==> config.mk <==
export PLATFORM = sky130hd
export DESIGN_NAME = axd_threshold_detect
export DESIGN_NICKNAME = d
export VERILOG_FILES = /design/src/axd_pkg.sv /design/src/axd_threshold_detect.sv /design/src/axd_run_detect.sv
export SDC_FILE = /design/constraint.sdc
export NUM_CORES = 1
export LEC_CHECK = 0
export BUFFER_PORTS_ARGS = -buffer_cell sky130_fd_sc_hd__buf_4
export CAP_MARGIN = 20
export CORE_ASPECT_RATIO = 0.6
export CORE_MARGIN = 1
export CORE_UTILIZATION = 40
export DETAILED_ROUTE_END_ITERATION = 10
export GPL_ROUTABILITY_DRIVEN = 0
export REMOVE_ABC_BUFFERS = 1
export SLEW_MARGIN = 0
export SYNTH_ARGS = -nofsm -noshare
export SYNTH_HDL_FRONTEND = slang
export SYNTH_HIERARCHICAL = 1
export SYNTH_SLANG_ARGS = --single-unit
==> constraint.sdc <==
create_clock -name aclk -period 3.5 [get_ports aclk]
set_input_delay 0.35 -clock aclk [delete_from_list [all_inputs] [get_ports aclk]]
set_output_delay 0.35 -clock aclk [all_outputs]
set_load 0.05 [all_outputs]
==> src/axd_pkg.sv <==
package axd_pkg;
    // Bus and sample geometry
    localparam int ADDR_W = 12;
    localparam int SAMPLE_W = 14;
    localparam int THR_W = 13;
    localparam int CNT_W = 4;
    // Register indices; the byte address is four times the index
    localparam logic [7:0] IDX_EXT_CTL = 8'h3c;
    localparam logic [7:0] IDX_TEMP_CTL = 8'h3d;
    localparam logic [7:0] IDX_ACT_UPPER = 8'h3e;
    localparam logic [7:0] IDX_ACT_LOWER = 8'h3f;
    localparam logic [7:0] IDX_INACT_UPPER = 8'h40;
    localparam logic [7:0] IDX_INACT_LOWER = 8'h41;
    localparam logic [7:0] IDX_TIMER = 8'h42;
    localparam logic [7:0] IDX_STATUS = 8'h48;
    // Threshold split: upper byte [6:0] holds [12:6], lower byte [7:2] holds [5:0]
    localparam int THR_SPLIT = 6;
    localparam int UPPER_W = 7;
    localparam int LOWER_POS = 2;
    // Channel control bit positions
    localparam int CTL_EN_BIT = 0;
    localparam int CTL_ACT_BIT = 1;
    localparam int CTL_INACT_BIT = 3;
    // Timer byte: inactivity count in [7:4], activity count in [3:0]
    localparam int TMR_INACT_POS = 4;
    // Status bit positions
    localparam int ST_ACT = 0;
    localparam int ST_INACT = 1;
    localparam int ST_TEMP = 2;
    localparam int ST_LIVE = 3;
    localparam logic [1:0] RESP_OKAY = 2'h0;
    localparam logic [1:0] RESP_SLVERR = 2'h2;

    typedef struct packed {
        logic valid;
        logic signed [SAMPLE_W-1:0] data;
    } axd_sample_s;

    typedef struct packed {
        logic inact_en;
        logic act_en;
        logic en;
    } axd_chan_ctl_s;

    typedef struct packed {
        logic aw_held;
        logic aw_ok;
        logic [7:0] aw_idx;
        logic w_held;
        logic wstrb0;
        logic [7:0] wdata;
        logic awready;
        logic wready;
        logic bvalid;
        logic [1:0] bresp;
        logic arready;
        logic rvalid;
        logic [1:0] rresp;
        logic [7:0] rdata;
        axd_chan_ctl_s ext_ctl;
        axd_chan_ctl_s temp_ctl;
        logic [THR_W-1:0] act_thr;
        logic [THR_W-1:0] inact_thr;
        logic [CNT_W-1:0] act_cnt;
        logic [CNT_W-1:0] inact_cnt;
        logic act_seen;
        logic inact_seen;
        logic chan_temp;
    } axd_top_s;

    typedef struct packed {
        logic [CNT_W-1:0] run;
        logic fire;
    } axd_run_s;

    localparam axd_top_s TOP_RESET = '0;
    localparam axd_run_s RUN_RESET = '0;
endpackage : axd_pkg

==> src/axd_threshold_detect.sv <==
// Chosen here: register access over AXI4-Lite.
`timescale 1ns/1ps
`default_nettype none
module axd_threshold_detect (
    input wire logic aclk,
    input wire logic aresetn,
    input wire logic [axd_pkg::ADDR_W-1:0] s_axi_awaddr,
    input wire logic s_axi_awvalid,
    output logic s_axi_awready,
    input wire logic [31:0] s_axi_wdata,
    input wire logic [3:0] s_axi_wstrb,
    input wire logic s_axi_wvalid,
    output logic s_axi_wready,
    output logic [1:0] s_axi_bresp,
    output logic s_axi_bvalid,
    input wire logic s_axi_bready,
    input wire logic [axd_pkg::ADDR_W-1:0] s_axi_araddr,
    input wire logic s_axi_arvalid,
    output logic s_axi_arready,
    output logic [31:0] s_axi_rdata,
    output logic [1:0] s_axi_rresp,
    output logic s_axi_rvalid,
    input wire logic s_axi_rready,
    input wire axd_pkg::axd_sample_s aux_sample,
    output logic aux_activity_event,
    output logic aux_inactivity_event,
    output logic aux_channel_temp
);
    axd_pkg::axd_top_s st;
    axd_pkg::axd_top_s nxt;
    logic [axd_pkg::SAMPLE_W-1:0] mag;
    logic act_qual;
    logic inact_qual;
    logic act_en_eff;
    logic inact_en_eff;
    logic ar_take;
    logic [7:0] ar_idx;

    // Absolute value; -8192 maps to 8192 since the result is unsigned
    function automatic logic [axd_pkg::SAMPLE_W-1:0] magnitude(logic signed [13:0] d);
        return d[13] ? 14'(~d + 14'h1) : 14'(d);
    endfunction : magnitude

    function automatic logic is_mapped(logic [7:0] idx);
        case (idx)
            axd_pkg::IDX_EXT_CTL, axd_pkg::IDX_TEMP_CTL,
            axd_pkg::IDX_ACT_UPPER, axd_pkg::IDX_ACT_LOWER,
            axd_pkg::IDX_INACT_UPPER, axd_pkg::IDX_INACT_LOWER,
            axd_pkg::IDX_TIMER, axd_pkg::IDX_STATUS: return 1'b1;
            default: return 1'b0;
        endcase
    endfunction : is_mapped

    function automatic logic [7:0] ctl_byte(axd_pkg::axd_chan_ctl_s c);
        logic [7:0] b;
        b = 8'h00;
        b[axd_pkg::CTL_EN_BIT] = c.en;
        b[axd_pkg::CTL_ACT_BIT] = c.act_en;
        b[axd_pkg::CTL_INACT_BIT] = c.inact_en;
        return b;
    endfunction : ctl_byte

    function automatic axd_pkg::axd_chan_ctl_s ctl_from(logic [7:0] b);
        axd_pkg::axd_chan_ctl_s c;
        c.en = b[axd_pkg::CTL_EN_BIT];
        c.act_en = b[axd_pkg::CTL_ACT_BIT];
        c.inact_en = b[axd_pkg::CTL_INACT_BIT];
        return c;
    endfunction : ctl_from

    // Temperature takes the channel; external enables are then ignored
    function automatic logic chan_enable(axd_pkg::axd_chan_ctl_s t, axd_pkg::axd_chan_ctl_s e,
                                         logic want_act);
        if (t.en) begin
            return want_act ? t.act_en : t.inact_en;
        end
        return e.en && (want_act ? e.act_en : e.inact_en);
    endfunction : chan_enable

    // Reserved bits come back as zero
    function automatic logic [7:0] read_byte(axd_pkg::axd_top_s s, logic [7:0] idx);
        logic [7:0] b;
        b = 8'h00;
        case (idx)
            axd_pkg::IDX_EXT_CTL: b = ctl_byte(s.ext_ctl);
            axd_pkg::IDX_TEMP_CTL: b = ctl_byte(s.temp_ctl);
            axd_pkg::IDX_ACT_UPPER: b[axd_pkg::UPPER_W-1:0] =
                s.act_thr[axd_pkg::THR_W-1:axd_pkg::THR_SPLIT];
            axd_pkg::IDX_ACT_LOWER: b[7:axd_pkg::LOWER_POS] =
                s.act_thr[axd_pkg::THR_SPLIT-1:0];
            axd_pkg::IDX_INACT_UPPER: b[axd_pkg::UPPER_W-1:0] =
                s.inact_thr[axd_pkg::THR_W-1:axd_pkg::THR_SPLIT];
            axd_pkg::IDX_INACT_LOWER: b[7:axd_pkg::LOWER_POS] =
                s.inact_thr[axd_pkg::THR_SPLIT-1:0];
            axd_pkg::IDX_TIMER: b = {s.inact_cnt, s.act_cnt};
            axd_pkg::IDX_STATUS: begin
                b[axd_pkg::ST_ACT] = s.act_seen;
                b[axd_pkg::ST_INACT] = s.inact_seen;
                b[axd_pkg::ST_TEMP] = s.chan_temp;
                b[axd_pkg::ST_LIVE] = s.temp_ctl.en || s.ext_ctl.en;
            end
            default: b = 8'h00;
        endcase
        return b;
    endfunction : read_byte

    // Raw code compare, no range scaling; equal to threshold counts as neither
    assign mag = magnitude(aux_sample.data);
    assign act_qual = mag > {1'b0, st.act_thr};
    assign inact_qual = mag < {1'b0, st.inact_thr};
    assign act_en_eff = chan_enable(st.temp_ctl, st.ext_ctl, 1'b1);
    assign inact_en_eff = chan_enable(st.temp_ctl, st.ext_ctl, 1'b0);
    assign ar_idx = s_axi_araddr[9:2];
    assign ar_take = s_axi_arvalid && st.arready;

    // Register file and bus slave; one write and one read in flight
    always_comb begin
        nxt = st;
        if (s_axi_awvalid && st.awready) begin
            nxt.aw_held = 1'b1;
            nxt.aw_idx = s_axi_awaddr[9:2];
            nxt.aw_ok = (s_axi_awaddr[11:10] == 2'h0) && is_mapped(s_axi_awaddr[9:2]);
        end
        if (s_axi_wvalid && st.wready) begin
            nxt.w_held = 1'b1;
            nxt.wdata = s_axi_wdata[7:0];
            nxt.wstrb0 = s_axi_wstrb[0];
        end
        if (s_axi_bvalid && s_axi_bready) begin
            nxt.bvalid = 1'b0;
        end
        if (st.aw_held && st.w_held && !st.bvalid) begin
            nxt.aw_held = 1'b0;
            nxt.w_held = 1'b0;
            nxt.bvalid = 1'b1;
            nxt.bresp = st.aw_ok ? axd_pkg::RESP_OKAY : axd_pkg::RESP_SLVERR;
            // Only the low byte lane carries register data
            if (st.aw_ok && st.wstrb0) begin
                case (st.aw_idx)
                    axd_pkg::IDX_EXT_CTL: nxt.ext_ctl = ctl_from(st.wdata);
                    axd_pkg::IDX_TEMP_CTL: nxt.temp_ctl = ctl_from(st.wdata);
                    axd_pkg::IDX_ACT_UPPER: nxt.act_thr[axd_pkg::THR_W-1:axd_pkg::THR_SPLIT] =
                        st.wdata[axd_pkg::UPPER_W-1:0];
                    axd_pkg::IDX_ACT_LOWER: nxt.act_thr[axd_pkg::THR_SPLIT-1:0] =
                        st.wdata[7:axd_pkg::LOWER_POS];
                    axd_pkg::IDX_INACT_UPPER: nxt.inact_thr[axd_pkg::THR_W-1:axd_pkg::THR_SPLIT] =
                        st.wdata[axd_pkg::UPPER_W-1:0];
                    axd_pkg::IDX_INACT_LOWER: nxt.inact_thr[axd_pkg::THR_SPLIT-1:0] =
                        st.wdata[7:axd_pkg::LOWER_POS];
                    axd_pkg::IDX_TIMER: begin
                        nxt.act_cnt = st.wdata[axd_pkg::TMR_INACT_POS-1:0];
                        nxt.inact_cnt = st.wdata[7:axd_pkg::TMR_INACT_POS];
                    end
                    axd_pkg::IDX_STATUS: begin
                        if (st.wdata[axd_pkg::ST_ACT]) nxt.act_seen = 1'b0;
                        if (st.wdata[axd_pkg::ST_INACT]) nxt.inact_seen = 1'b0;
                    end
                    default: ;
                endcase
            end
        end
        // Set after the clear so a same-cycle event is never lost
        if (aux_activity_event) nxt.act_seen = 1'b1;
        if (aux_inactivity_event) nxt.inact_seen = 1'b1;
        nxt.chan_temp = st.temp_ctl.en;
        if (s_axi_rvalid && s_axi_rready) begin
            nxt.rvalid = 1'b0;
        end
        if (ar_take) begin
            nxt.rvalid = 1'b1;
            nxt.rdata = read_byte(st, ar_idx);
            nxt.rresp = ((s_axi_araddr[11:10] == 2'h0) && is_mapped(ar_idx)) ?
                        axd_pkg::RESP_OKAY : axd_pkg::RESP_SLVERR;
        end
        // Readies held low while a transfer waits to be answered
        nxt.awready = !nxt.aw_held && !nxt.bvalid;
        nxt.wready = !nxt.w_held && !nxt.bvalid;
        nxt.arready = !nxt.rvalid;
    end

    always_ff @(posedge aclk) begin
        if (!aresetn) begin
            st <= axd_pkg::TOP_RESET;
        end else begin
            st <= nxt;
        end
    end

    // Run counters, one per direction, each with its own count
    axd_run_detect u_act_run (
        .aclk(aclk),
        .aresetn(aresetn),
        .sample_valid(aux_sample.valid),
        .qualify(act_qual),
        .enable(act_en_eff),
        .target(st.act_cnt),
        .fire(aux_activity_event)
    );

    axd_run_detect u_inact_run (
        .aclk(aclk),
        .aresetn(aresetn),
        .sample_valid(aux_sample.valid),
        .qualify(inact_qual),
        .enable(inact_en_eff),
        .target(st.inact_cnt),
        .fire(aux_inactivity_event)
    );

    assign s_axi_awready = st.awready;
    assign s_axi_wready = st.wready;
    assign s_axi_bvalid = st.bvalid;
    assign s_axi_bresp = st.bresp;
    assign s_axi_arready = st.arready;
    assign s_axi_rvalid = st.rvalid;
    assign s_axi_rresp = st.rresp;
    assign s_axi_rdata = {24'h000000, st.rdata};
    assign aux_channel_temp = st.chan_temp;
endmodule : axd_threshold_detect
`default_nettype wire

==> src/axd_run_detect.sv <==
`timescale 1ns/1ps
`default_nettype none
module axd_run_detect (
    input wire logic aclk,
    input wire logic aresetn,
    input wire logic sample_valid,
    input wire logic qualify,
    input wire logic enable,
    input wire logic [axd_pkg::CNT_W-1:0] target,
    output logic fire
);
    axd_pkg::axd_run_s st;
    axd_pkg::axd_run_s nxt;
    logic [axd_pkg::CNT_W-1:0] eff;

    // A zero count still needs one qualifying sample
    assign eff = (target == 4'h0) ? 4'h1 : target;

    // Consecutive run; fires once when the run reaches the count
    always_comb begin
        nxt = st;
        nxt.fire = 1'b0;
        if (!enable) begin
            nxt.run = 4'h0;
        end else if (sample_valid) begin
            if (qualify) begin
                nxt.run = (st.run == 4'hf) ? st.run : st.run + 4'h1;
                // A run parked at a count of 15 must not fire again
                nxt.fire = (nxt.run == eff) && (st.run != eff);
            end else begin
                nxt.run = 4'h0; // Run broken, start over
            end
        end
    end

    always_ff @(posedge aclk) begin
        if (!aresetn) begin
            st <= axd_pkg::RUN_RESET;
        end else begin
            st <= nxt;
        end
    end

    assign fire = st.fire;
endmodule : axd_run_detect
`default_nettype wire

==> flow_summary.json <==
{
  "antenna_found_initial": 0,
  "hpwl_um": 10300,
  "rows": 32,
  "dpl-instance-area_um2": 5800,
  "clkSinkCount": 88,
  "end_kind": "flop",
  "die_w_um": 150,
  "clockRootBuffer": "clkbuf_16",
  "finalWorstPathRequiredPeriod_ns": 3.32,
  "utilization_pct": 47.8,
  "grt_max_degree": 68,
  "most-common-layout-cells": "88 x dfxtp_1, 82 x nand2_1, 81 x buf_4",
  "critical_path.max_fanout": 4,
  "drv_slew": 0,
  "postSynthCellCount": 623,
  "p_comb_share_pct": 16.1,
  "leakagePower_nw": 2.29,
  "p_per_area_nw_per_um2": 394,
  "vdd_ir_drop_max_mv": 0.260,
  "setup_viol": 0,
  "ioPinCount": 126,
  "first_pass_iters": 5,
  "fin_cells": 855,
  "ys_seq_area_share_pct": 33.5,
  "maxCapViolations": 0,
  "p_sw_w": 0.000670,
  "synth-main-ff-cell": "dfxtp_1",
  "power_frac_seq_pct": 43.2,
  "syn_avg_cell_area_um2": 8.44,
  "final-hold-violation-count": 0,
  "sw_frac_of_total_pct": 27.8,
  "p_int_w": 0.00174,
  "htree_num_levels": 3,
  "clk_latency_ns": 0.34,
  "min_period_over_period_pct": 95.0,
  "portBuffers": 68,
  "holdWs_ns": 0.259,
  "grt_pass1_wl_um": 21300,
  "synth_top_cell_by_area": "dfxtp_1",
  "cp_data_arrival_time_ns": 3.56,
  "die_h_um": 90.8,
  "mappedNetlistArea_um2": 5260,
  "path_class": "in -> reg",
  "synth_edf_count": 0,
  "m1WireLength_um": 6780,
  "tightest_slew_ns": 0.881,
  "drc": 0,
  "cp-start-kind": "input pin",
  "clockBufferDepth": 2,
  "fin_worst_skew_ns": 0.00772,
  "clk_pin_slew_worst_paths_ns": 0.07,
  "p_clk_share_pct": 40.7,
  "n_antenna_cell": 0,
  "relSlewSlack_pct": 41.0,
  "grt-ovfl-total": 0,
  "wl_um": 13200,
  "routedWlPerCell_um": 15.4,
  "route.met2.wl_um": 5430,
  "die-area_um2": 13600,
  "placedCellCount": 839,
  "area_growth_syn_to_layout_pct": 16.4,
  "drt_first_iter_violations": 245,
  "num_vias": 4517,
  "fillers": 1256,
  "fmax_ghz": 0.301,
  "ys_ff_latch": 88,
  "vias_per_cell": 5.28,
  "final_antenna_net_count": 0,
  "wl_met3_um": 828,
  "highest_layer": "met4",
  "final_common_cell": "dfxtp_1",
  "grt_usage_pct": 20.0,
  "hold_class": "in -> reg",
  "status": "finished clean",
  "yosys_warnings": 6,
  "synth_top_area_share_pct": 33.5,
  "total_power_w": 0.00241,
  "final_nets": 790,
  "coreArea_um2": 12800,
  "numCtsBuffers": 9,
  "required_ns": 3.73,
  "drive_gt1_share_pct": 16.9,
  "yosys-top-cells-area": "dfxtp_1 34%, mux2i_1 6.9%, ha_1 6.7%",
  "start_util_pct": 41.0,
  "grt_pass1_vias": 4185,
  "synth_cell_types": 60,
  "design_area_um2": 6120,
  "cts_tree": "yes",
  "post_cts_buffers": 0,
  "async_reset_ff_share_pct": 0
}
==> Yosys cell counts, types with 7 or more instances <==
cell and count:
a21boi_0 23, a21oi_1 23, a31oi_1 7, and2_1 7
buf_4 37, clkbuf_1 18, dfxtp_1 88, ha_1 28
inv_1 31, mux2i_1 36, nand2_1 82, nand2b_1 8
nand3_1 35, nand3b_1 7, nand4_1 7, nor2_1 14
nor2b_1 20, o21ai_0 24, o21ai_1 25, xnor2_1 19
==> state kept, by name, indices dropped and copies added, names as in the netlist <==
signal and flops:
u_inact_run/fire 1, s_axi_bvalid 1, u_act_run/st 4, s_axi_bresp 1
s_axi_arready 1, s_axi_rdata 8, aux_channel_temp 1, st 61
s_axi_wready 1, u_inact_run/st 4, nxt 1, u_act_run/fire 1
s_axi_awready 1, s_axi_rresp 1, s_axi_rvalid 1
==> power groups by stage <==
stage | logic (W) | registers, W | clock network, W
5_1_grt | 0.000424 | 0.00104 | 0.00105
3_5_place_dp | 0.000380 | 0.00106 | 0
2_1_floorplan | 0.000199 | 0.00109 | 0
4_1_cts | 0.000382 | 0.00104 | 0.00100
6_report | 0.000387 | 0.00104 | 0.000981
3_3_place_gp | 0.000371 | 0.00106 | 0
==> metrics by stage <==
step | setup TNS, ns | worst slack, ns
2_1_floorplan | 0 | 0.349
3_3_place_gp | -0.0882 | -0.0507
3_5_place_dp | -0.250 | -0.119
4_1_cts | 0 | 0.226
5_1_grt | -0.00829 | -0.00829
6_report | 0 | 0.175
==> layout make-up <==
cell class / count / area, um2 / share of cell area, %
multi-input cells: 469 / 3120 / 50.9
clock buffers: 10 / 239 / 3.90
flip-flops and latches: 88 / 1760 / 28.8
repair buffers: 81 / 608 / 9.93
clock inverters: 6 / 67.6 / 1.10
well taps: 170 / 213 / 3.47
inverters: 31 / 116 / 1.90
==> worst max-delay path, stage by stage <==
cell and delay (ns):
buf_4 0.12, inv_1 0.07, ha_1 0.15, or3b_1 0.36, nor2_1 0.14, nand2_1 0.10
o21ai_1 0.19, xnor2_1 0.11, ha_1 0.34, and3_4 0.21, or4b_1 0.44, o221ai_1 0.08
o21ai_0 0.13, buf_4 0.17, and4_1 0.17, and2_1 0.15, mux2i_1 0.19, nor4_2 0.07
==> repair_timing <==
item | CTS | global route
endpoints found under the setup margin | 0 | 4
hold buffers | 0 | 0
resized for setup | 0 | 3
==> cells by family after synthesis <==
| logic type | after synthesis | share of synthesized area (%) |
|---|---|---|
| compound gates | 139 | 17.0 |
| xor+xnor | 19 | 3.17 |
| fa+ha+maj | 30 | 7.04 |
| buf+inv | 91 | 9.21 |
| flops | 88 | 33.5 |
| mux | 37 | 7.28 |
| other cells | 1 | 0.0713 |
| simple gates | 218 | 22.7 |
==> routing by layer <==
| metal | track usage, % | up-vias |
|---|---|---|
| met5 | 0 | - |
| met4 | 4.29 | 0 |
| met3 | 3.99 | 14 |
| met2 | 29.2 | 117 |
| met1 | 29.7 | 2128 |
| li1 | - | 2258 |
==> path summary, 6_finish.rpt <==
| path | startpoint | endpoint | cells past startpoint | slack [ns] |
|---|---|---|---|---|
| setup / recovery | aux_sample[0] | u_act_run/fire$_SDFF_PN0_ | 18 | 0.18 |
| hold / removal | s_axi_wdata[4] | st[64]$_SDFFE_PN0P_ | 3 | 0.26 |
| setup reg to reg | st[25]$_SDFFE_PN0P_ | u_act_run/fire$_SDFF_PN0_ | 12 | 0.95 |
| hold reg to reg | st[77]$_SDFFE_PN0P_ | st[77]$_SDFFE_PN0P_ | 2 | 0.46 |
(Power assumes the default switching activity.)
